File: src/tlpa_defs.svh
`ifndef TLPA_DEFS_SVH
`define TLPA_DEFS_SVH
// ------------------------------------------------------------
// widths and reset values
// ------------------------------------------------------------
`define TLPA_NUM_LINES 16
`define TLPA_PRIO_W 4
`define TLPA_WAY_W 8
`define TLPA_HOLD_W 8
`define TLPA_HOLD_RST 8'h00
`define TLPA_PRIO_RST 4'h0
`define TLPA_TBL_DEPTH 16
`endif

File: src/tlpa_pkg.sv
package tlpa_pkg;
  `include "tlpa_defs.svh"
  typedef logic [`TLPA_PRIO_W-1:0] tlpa_prio_t;
  typedef logic [`TLPA_NUM_LINES-1:0] tlpa_lines_t;
  typedef struct packed {
    logic valid;
    tlpa_prio_t primary;
    tlpa_prio_t secondary;
    logic [`TLPA_WAY_W-1:0] way;
  } tlpa_grant_t;
  typedef enum logic [2:0] {
    TLPA_IDLE = 3'b001,
    TLPA_LOOK = 3'b010,
    TLPA_HOLD = 3'b100
  } tlpa_state_t;
endpackage : tlpa_pkg

File: src/tlpa_way_table.sv
`timescale 1ns/1ps
`include "tlpa_defs.svh"
// ------------------------------------------------------------
// way number table, indexed by primary/secondary pair
// ------------------------------------------------------------
module tlpa_way_table
  import tlpa_pkg::*;
(
  // clock and reset
  input wire logic clk_in,
  input wire logic rst_in,
  // write port
  input wire logic wr_en_in,
  input wire logic [7:0] wr_addr_in,
  input wire logic [`TLPA_WAY_W-1:0] wr_data_in,
  // read port
  input wire logic [7:0] rd_addr_in,
  output logic [`TLPA_WAY_W-1:0] rd_data_out
);
  logic [`TLPA_WAY_W-1:0] mem [0:255];
  logic [`TLPA_WAY_W-1:0] rd_q;

  always_ff @(posedge clk_in) begin
    if (wr_en_in) begin
      mem[wr_addr_in] <= wr_data_in;
    end
  end

  always_ff @(posedge clk_in or posedge rst_in) begin
    if (rst_in) begin
      rd_q <= 8'h00;
    end else begin
      rd_q <= mem[rd_addr_in];
    end
  end

  assign rd_data_out = rd_q;
endmodule : tlpa_way_table

File: src/tlpa_arbiter.sv
`timescale 1ns/1ps
`include "tlpa_defs.svh"
module tlpa_arbiter
  import tlpa_pkg::*;
(
  // clock and reset
  input wire logic clk_in,
  input wire logic rst_in,
  // primary request lines, one per number
  input wire logic [15:0] req_in,
  // per-line link configuration
  input wire logic [15:0] is_link_in,
  input wire logic [15:0] link_wide_in,
  // secondary request lines, flattened: line n uses bits n*16 +: 16
  input wire logic [255:0] sec_req_in,
  // hold time of the granted transfer, in clock cycles
  input wire logic [`TLPA_HOLD_W-1:0] hold_cycles_in,
  // way number table load
  input wire logic way_wr_in,
  input wire logic [7:0] way_addr_in,
  input wire logic [`TLPA_WAY_W-1:0] way_data_in,
  // grant outputs
  output tlpa_grant_t grant_out,
  output logic [15:0] grant_line_out,
  output logic busy_out
);
  // ------------------------------------------------------------
  // helpers
  // ------------------------------------------------------------
  function automatic logic [4:0] lowest_set(input logic [15:0] v);
    logic [4:0] r;
    r = 5'h10;
    for (int i = 15; i >= 0; i--) begin
      if (v[i]) begin
        r = 5'(i);
      end
    end
    return r;
  endfunction : lowest_set

  // secondary lines a link exposes: all sixteen, or only the lower eight
  function automatic logic [15:0] sec_line_mask(input logic wide);
    logic [15:0] m;
    m = wide ? 16'hFFFF : 16'h00FF;
    return m;
  endfunction : sec_line_mask

  // cycles left after the first grant cycle; zero and one both give one cycle
  function automatic logic [`TLPA_HOLD_W-1:0] hold_start(input logic [`TLPA_HOLD_W-1:0] h);
    logic [`TLPA_HOLD_W-1:0] c;
    c = `TLPA_HOLD_RST;
    if (h != `TLPA_HOLD_RST) begin
      c = h - 8'h01;
    end
    return c;
  endfunction : hold_start

  // ------------------------------------------------------------
  // request combining
  // ------------------------------------------------------------
  logic [15:0] prim_req;
  logic [15:0] sec_masked [16];

  always_comb begin
    for (int n = 0; n < 16; n++) begin
      // narrow links only see their first eight secondary lines
      sec_masked[n] = sec_req_in[n*16 +: 16] & sec_line_mask(link_wide_in[n]);
      // any line may be a link; it competes here only through its combined request
      prim_req[n] = is_link_in[n] ? (|sec_masked[n]) : req_in[n];
    end
  end

  // ------------------------------------------------------------
  // winner selection
  // ------------------------------------------------------------
  logic [4:0] win_p;
  logic [4:0] win_s;
  tlpa_prio_t win_sec;

  always_comb begin
    win_p = lowest_set(prim_req);
    win_s = lowest_set(sec_masked[win_p[3:0]]);
    // plain requesters report secondary zero
    win_sec = is_link_in[win_p[3:0]] ? win_s[3:0] : `TLPA_PRIO_RST;
  end

  // ------------------------------------------------------------
  // occupancy counter
  // ------------------------------------------------------------
  logic [`TLPA_HOLD_W-1:0] cnt_q, cnt_d;
  logic cnt_load;
  logic cnt_run;
  logic cnt_done;

  always_comb begin
    cnt_d = cnt_q;
    if (cnt_load) begin
      cnt_d = hold_start(hold_cycles_in);
    end else if (cnt_run && !cnt_done) begin
      cnt_d = cnt_q - 8'h01;
    end
  end

  always_ff @(posedge clk_in or posedge rst_in) begin
    if (rst_in) begin
      cnt_q <= `TLPA_HOLD_RST;
    end else begin
      cnt_q <= cnt_d;
    end
  end

  assign cnt_done = (cnt_q == `TLPA_HOLD_RST);

  // ------------------------------------------------------------
  // arbitration state
  // ------------------------------------------------------------
  tlpa_state_t state_q, state_d;
  tlpa_prio_t prim_q, prim_d;
  tlpa_prio_t sec_q, sec_d;
  logic [15:0] line_q, line_d;
  logic valid_q, valid_d;
  logic busy_q, busy_d;
  logic [`TLPA_WAY_W-1:0] way_rd;

  always_comb begin
    state_d = state_q;
    prim_d = prim_q;
    sec_d = sec_q;
    line_d = 16'h0000;
    valid_d = 1'b0;
    busy_d = busy_q;
    cnt_load = 1'b0;
    cnt_run = 1'b0;
    case (state_q)
      TLPA_IDLE: begin
        busy_d = 1'b0;
        if (!win_p[4]) begin
          prim_d = win_p[3:0];
          sec_d = win_sec;
          line_d[win_p[3:0]] = 1'b1;
          busy_d = 1'b1;
          // one cycle for the way table read before the grant shows
          state_d = TLPA_LOOK;
        end
      end
      TLPA_LOOK: begin
        line_d = line_q;
        valid_d = 1'b1;
        cnt_load = 1'b1;
        state_d = TLPA_HOLD;
      end
      TLPA_HOLD: begin
        // later requests wait, even better ones
        line_d = line_q;
        valid_d = 1'b1;
        cnt_run = 1'b1;
        if (cnt_done) begin
          valid_d = 1'b0;
          line_d = 16'h0000;
          busy_d = 1'b0;
          state_d = TLPA_IDLE;
        end
      end
      default: begin
        state_d = TLPA_IDLE;
        busy_d = 1'b0;
      end
    endcase
  end

  always_ff @(posedge clk_in or posedge rst_in) begin
    if (rst_in) begin
      state_q <= TLPA_IDLE;
      prim_q <= `TLPA_PRIO_RST;
      sec_q <= `TLPA_PRIO_RST;
      line_q <= 16'h0000;
      valid_q <= 1'b0;
      busy_q <= 1'b0;
    end else begin
      state_q <= state_d;
      prim_q <= prim_d;
      sec_q <= sec_d;
      line_q <= line_d;
      valid_q <= valid_d;
      busy_q <= busy_d;
    end
  end

  // ------------------------------------------------------------
  // way number lookup
  // ------------------------------------------------------------
  tlpa_way_table u_way (
    .clk_in(clk_in),
    .rst_in(rst_in),
    .wr_en_in(way_wr_in),
    .wr_addr_in(way_addr_in),
    .wr_data_in(way_data_in),
    // addressed with the next pair so the way is ready when the grant shows
    .rd_addr_in({prim_d, sec_d}),
    .rd_data_out(way_rd)
  );

  // ------------------------------------------------------------
  // outputs
  // ------------------------------------------------------------
  // the way field comes straight from the table's read register
  assign grant_out = '{
    valid: valid_q,
    primary: prim_q,
    secondary: sec_q,
    way: way_rd
  };
  assign grant_line_out = line_q;
  assign busy_out = busy_q;
endmodule : tlpa_arbiter

File: config.mk
export PLATFORM = sky130hd
export DESIGN_NAME = tlpa_arbiter
export DESIGN_NICKNAME = d
export VERILOG_FILES = /design/src/tlpa_pkg.sv /design/src/tlpa_way_table.sv /design/src/tlpa_arbiter.sv
export VERILOG_INCLUDE_DIRS = /design/src
export SDC_FILE = /design/constraint.sdc
export NUM_CORES = 2
export LEC_CHECK = 0
export BUFFER_PORTS_ARGS = -buffer_cell sky130_fd_sc_hd__buf_4
export CAP_MARGIN = 10
export CORE_MARGIN = 1.5
export CORE_UTILIZATION = 45
export CTS_CLUSTER_DIAMETER = 120
export DETAILED_ROUTE_END_ITERATION = 8
export PLACE_DENSITY = 0.6
export SKIP_LAST_GASP = 1
export SYNTH_ARGS = -nofsm -noshare
export SYNTH_HDL_FRONTEND = slang
export SYNTH_SLANG_ARGS = --single-unit
File: constraint.sdc
create_clock -name clk_in -period 5.41 [get_ports clk_in]
set_clock_uncertainty 0.15 [all_clocks]
set_input_delay 0.541 -clock clk_in [delete_from_list [all_inputs] [get_ports clk_in]]
set_output_delay 0.541 -clock clk_in [all_outputs]
set_load 0.05 [all_outputs]
# Word level (Yosys, flattened, before mapping)
# Memory sizes are Yosys's and may differ from the RTL's. A register that Yosys moved wholly into a read port is not among the register bits.
# Index checks and enable logic that the tools add are counted.
[word_totals]
register_bits = 37
mem_bits_rw = 2048
in_bits = 331
output_inout_bits = 34
word_cells = 154
n_memories = 1
[op_classes]
add_sub_neg = 2
n_lt_le_gt_ge = 3
eq_ne = 5
mux = 94
bitwise_logic = 18
reduce_logical = 24
[memory_table]
columns = ["memory", "depth", "width", "rd", "rd_clocked_by_memory_dff", "write_ports", "line_no", "text"]
rows = [
  ["u_way.mem", 256, 8, 1, 1, 1, "tlpa_way_table.sv:20", "logic [`TLPA_WAY_W-1:0] mem [0:255];"],
]
[ops]
columns = ["op", "count"]
rows = [
  ["16-bit 2-to-1 mux", 20],
  ["16-bit bitwise AND", 16],
  ["16-bit OR reduction", 16],
  ["4-bit 2-to-1 mux", 21],
  ["5-bit 2-to-1 mux", 16],
  ["16-bit binary-select mux with 4-bit select", 1],
  ["16-bit case mux with 3 select lines", 1],
  ["1-bit 2-to-1 mux", 25],
  ["8-bit 2-to-1 mux", 3],
  ["8-bit by 1-bit subtractor with 8-bit output, second input constant", 2],
  ["3-bit case mux with 3 select lines", 1],
  ["8-bit zero test", 1],
  ["8-bit nonzero test", 1],
  ["3-bit 2-to-1 mux", 2],
  ["5-bit greater-or-equal comparator, second input constant", 1],
  ["4-bit by 5-bit < comparator with 1-bit output, second input constant", 1],
  ["4-bit NOT with 5-bit output", 1],
  ["1-bit binary-select mux with 4-bit select", 1],
  ["1-bit demux with 4-bit select", 1],
  ["4-bit by 1-bit greater-or-equal comparator with 1-bit output, second input constant", 1],
  ["2-bit != test, second input constant", 2],
  ["2-bit AND reduction", 2],
  ["3-bit by 1-bit == test with 1-bit output, second input constant", 1],
  ["3-bit by 2-bit == test with 1-bit output, second input constant", 1],
  ["other kinds (7)", 8],
]

# Longest topological paths before layout
[logic_depth]
word_depth = 43
depth_mapped = 27
depth_no_buf = 20

# Cells and area by module
# A second synthesis with hierarchy kept.
[unflattened]
cells_unflattened = 4512
area_unflattened_um2 = 85329.3
[by_module_without_submodules]
columns = ["mod", "n_inst", "cells_per_inst", "area_per_inst_um2", "seq_area_each_um2"]
rows = [
  ["tlpa_way_table", 1, 3762, 79882.9, 61699.2],
  ["tlpa_arbiter", 1, 750, 5446.5, 927.1],
]

# Worst setup path after synthesis
# No wires, ideal clock.
[synth_timing]
path_kind = "in2reg"
startpoint = "input sec_req_in[188]"
endpoint = "register u_way.rd_q[0], in the netlist u_way.rd_data_out[0] (read register of u_way.mem)"
setup_time_ps = 129
arrival_time_ps = 5373
required_time_ps = 5131
slack_ps = -242
stages = 24
n_path_buf = 4
path_cell_list = "or4_1 o21ai_2 a41oi_4 or4_1 buf_2 nor4_4 and2_1 buf_4 and4_1 nor4_1 and2_4 and4_1 a221oi_4 nor2_4 inv_4 buf_6 buf_6 mux2i_1 mux2i_1 a211oi_1 o22ai_1 a311o_1 o31ai_1 nor3_2"
[synth_between]
elab_chain_cells = 38
word_cells_on_any_way = 42
classes_between = "39 x mux; 2 x bitwise; 1 x reduce/logical"
[synth_lines]
columns = ["item", "line_no", "text"]
rows = [
  ["start: declaration", "tlpa_arbiter.sv:15", "input wire logic [255:0] sec_req_in,"],
  ["16-bit bitwise AND (*)", "tlpa_arbiter.sv:67", "sec_masked[n] = sec_req_in[n*16 +: 16] & sec_line_mask(link_wide_in[n]);"],
  ["16-bit OR reduction", "tlpa_arbiter.sv:69", "prim_req[n] = is_link_in[n] ? (|sec_masked[n]) : req_in[n];"],
  ["1-bit 2-to-1 mux", "tlpa_arbiter.sv:69", ""],
  ["5-bit 2-to-1 mux (12 in series)", "tlpa_arbiter.sv:34", "if (v[i]) begin"],
  ["4-bit NOT with 5-bit output (implied by the code)", "tlpa_arbiter.sv:82", "win_s = lowest_set(sec_masked[win_p[3:0]]);"],
  ["16-bit binary-select mux with 4-bit select", "tlpa_arbiter.sv:82", ""],
  ["16-bit 2-to-1 mux (implied by the code) (2 in series)", "tlpa_arbiter.sv:82", ""],
  ["4-bit 2-to-1 mux (16 in series)", "tlpa_arbiter.sv:34", ""],
  ["4-bit 2-to-1 mux (no line)", "-", ""],
  ["4-bit 2-to-1 mux", "tlpa_arbiter.sv:137", "if (!win_p[4]) begin"],
  ["4-bit 2-to-1 mux", "tlpa_arbiter.sv:134", "case (state_q)"],
  ["end: declaration", "tlpa_way_table.sv:21", "logic [`TLPA_WAY_W-1:0] rd_q;"],
]
# Every way passes the cells marked *; elsewhere a longest branch is shown, timed or not. The select of a mux whose other input is x is not followed.
# A chain may end at the register's enable or synchronous reset.

# Worst setup path in the final report
[layout_timing]
startpoint = "input sec_req_in[186]"
endpoint = "register u_way.rd_q[3], in the netlist u_way.rd_data_out[3] (read register of u_way.mem)"
# The elaborated chain is that of the path after synthesis.

==> run summary <==
Initial Utilization: 45.3%
worst setup margin: -0.519 ns
root buffer cell: clkbuf_16
Async SR Flop Fraction: 2.15%
Final setup viols: 8
clock latency on the worst-skew pair: 0.85 ns
worst-margin pin slew: 1.27 ns
top cell type's share of synthesized area: 70.6%
Vias per Instance: 6.20
Crit Path Category: primary input to register
path type of the worst min-delay path: primary input to register
count of buffer and inverter cells on the critical path: 12
largest net degree at the start of global routing: 164
WHS: 0.0531 ns
mean area per synthesized cell: 13.4 µm²
final hold violation count: 0
post-layout util: 58.6%
main flop type after synthesis: edfxtp_1
Critical Path Start Type: primary input
GR Overflow Total: 0
Arrival @ worst endpoint: 6.53 ns
Fmax achieved: 169 MHz
max_cap viols: 0
CTS sink count: 2093
Reg area: 62600 µm²
total power: 52.3 mW
Finished Layout Cells: 10650
Post-synth EDFFs: 2048
DIE WIDTH: 443 µm
clk buf depth: 3
VDD IR max: 354 µV
DRT Pass-1 Iters: 8
share of layout cells above drive strength 1: 28.5%
Lkg Pwr: 39.6 nW
max-slew violation count: 0
Avg WL per Cell: 32.2 µm
antenna violations before repair: 15
total track usage: 33.5%
Die Height: 443 µm
Synth area leaders: edfxtp_1, nand2_1, mux2i_1
post-DP HPWL: 225000 µm
minimum clock period: 5.93 ns
Yosys cell types: 94
failing checks: negative setup slack
Post-Synth Simple-Gate Area: 13.2%
Seq/Total Area, Yosys: 71.9%
Req. time, crit path: 6.01 ns
Synth Instances: 6486
synth cell count leaders: edfxtp_1, nand2_1, nand3_1
CP peak stage delay: 0.54 ns
Final period util: 110%
I/O pin count: 365
post-synth net total: 6819
vias: 66025
Pwr Density: 464 nW/µm²
drc violations: 0
remaining antenna violation count: 0
Relative slew margins: 15.3%
first-pass GRT wire length: 469000 µm
combinational family with the most area after synthesis: simple AND/OR/NAND/NOR gates
Compound-Gate Fraction of Synth Area: 7.47%
Critical Path Slowest Stage Cell: or4_4
status: finished, violations left
DR iter-0 viols: 9750
synth warn: 0
count leader, synth: edfxtp_1
TritonCTS Buffers: 211
TNS Setup: -3.69 ns
placed cells: 10059
CP dominant cell by count: buf_4
fill count: 15115
PortBufs: 364
clk slew on worst S/H paths: 0.07 ns
Final Net Count: 8270
Synth area leader: edfxtp_1
Core Rows: 161
Synth Cell Area: 87100 µm²
Core Box Area: 192000 µm²
area grow syn2layout: 29.5%
Seq cells post-synth: 2093
H-tree depth: 4
mux cell area share after synthesis: 5.00%
Post-Synth XOR/XNOR Area: 0.0603%
delay-heaviest family, CP: compound AO/OA/AOI/OAI gates
Worst Setup End Kind: register
RSZ-0062 raised after global routing: yes
WL final: 343000 µm
Die Footprint: 196000 µm²
multi-input logic area: 24800 µm²
CTS tree: built
routability congestion estimate: 1.01
Post-Synth Adder-Cell Area: 0.0287%
vias in the first global route: 62283
Crit Path Max Fanout: 13
[worst reg2reg max path, delay by kind of cell (launching register included)]
kind | cells | cell delay, ns
AND/OR/NAND/NOR | 8 | 1.92
AO/OA/AOI/OAI | 7 | 1.46
buffers and inverters | 4 | 0.54
multiplexers | 1 | 0.51
flip-flops | 1 | 0.38
[cell type report]
class / count / share of cell area (%)
inverter: 23 / 0.113
antenna: 8 / 0.0178
clock inverter: 117 / 1.03
tap: 2526 / 2.80
timing repair buffer: 1634 / 13.5
clock buffer: 275 / 4.94
multi-input combinational: 3973 / 22.0
sequential: 2093 / 55.5
timing repair inverter: 1 / 0.00999
[routing by layer]
metal	track usage (%)	routed length (µm)	vias to the layer above
li1	-	-	27648
met1	45.7	131000	33036
met2	51.7	155000	4523
met3	7.04	39300	812
met4	15.2	18200	6
met5	0	44	-
[cells by family after synthesis]
logic type	count (synthesis)
AO/OA/AOI/OAI	899
XOR/XNOR	6
adder cells (fa/ha/maj)	2
buffers and inverters	420
flip-flops	2093
multiplexers	418
AND/OR/NAND/NOR	2648
[state kept, by name, indices dropped and copies added (netlist names)]
name,flops
sec_q,4
u_way.mem,2048
grant_line_out,16
valid_q,1
cnt_q,8
u_way.rd_data_out,8
busy_out,1
prim_q,4
state_q,3
[through the flow]
| stage | cell area [µm²] | setup slack, ns |
|---|---|---|
| 2_1_floorplan | 87300 | -0.170 |
| 3_3_place_gp | 101000 | -2.63 |
| 3_5_place_dp | 101000 | -2.55 |
| 4_1_cts | 110000 | -0.550 |
| 5_1_grt | 113000 | -0.557 |
| 6_report | 113000 | -0.519 |
[what timing repair did]
| action | in CTS | in global routing |
|---|---|---|
| hold endpoints to repair | 50 | 0 |
| endpoints found under the setup margin | 8 | 8 |
| gates resized for setup | 253 | 378 |
| buffers inserted | 52 | 112 |
| hold buffers | 9 | 0 |
| cloned | 13 | 24 |
| pin swaps | 65 | 153 |
[layout by cell type (no fill, tap or decap), types with 28 or more instances in the layout]
cell	n
buf_12	110
nor4_1	44
mux2i_1	358
clkinv_2	38
clkbuf_1	61
dfrtp_1	44
buf_4	1358
clkinv_1	40
edfxtp_1	2048
a31oi_1	131
and3_1	50
nand4_1	80
a21oi_1	110
buf_6	72
nor2_1	374
nor3_1	68
o21ai_0	71
nand2_1	1423
nand3_1	406
o211ai_1	28
a32oi_1	148
o22ai_1	47
buf_16	32
clkbuf_16	236
[path summary, 6_finish.rpt]
| path | start | end | slack [ns] | cells after the start |
|---|---|---|---|---|
| max | sec_req_in[186] | u_way.rd_data_out[3] | -0.52 | 31 |
| min | hold_cycles_in[4] | cnt_q[5] | 0.05 | 5 |
| max reg2reg | state_q[1] | u_way.rd_data_out[4] | 0.38 | 20 |
| min reg2reg | grant_line_out[5] | grant_line_out[5] | 0.34 | 2 |
| max in group asynchronous | rst_in | valid_q | 4.17 | 4 |
| min in group asynchronous | rst_in | cnt_q[6] | 0.35 | 4 |
[power by group]
part | leakage, nW | switching (mW) | internal (mW) | total, mW
Sequential | 19.0 | 0.146 | 17.9 | 18.1
Combinational | 17.3 | 11.8 | 7.94 | 19.8
Clock | 3.28 | 6.34 | 8.09 | 14.4
Total | 39.6 | 18.3 | 34.0 | 52.3
Note: power is estimated with default switching activity, not from simulation.
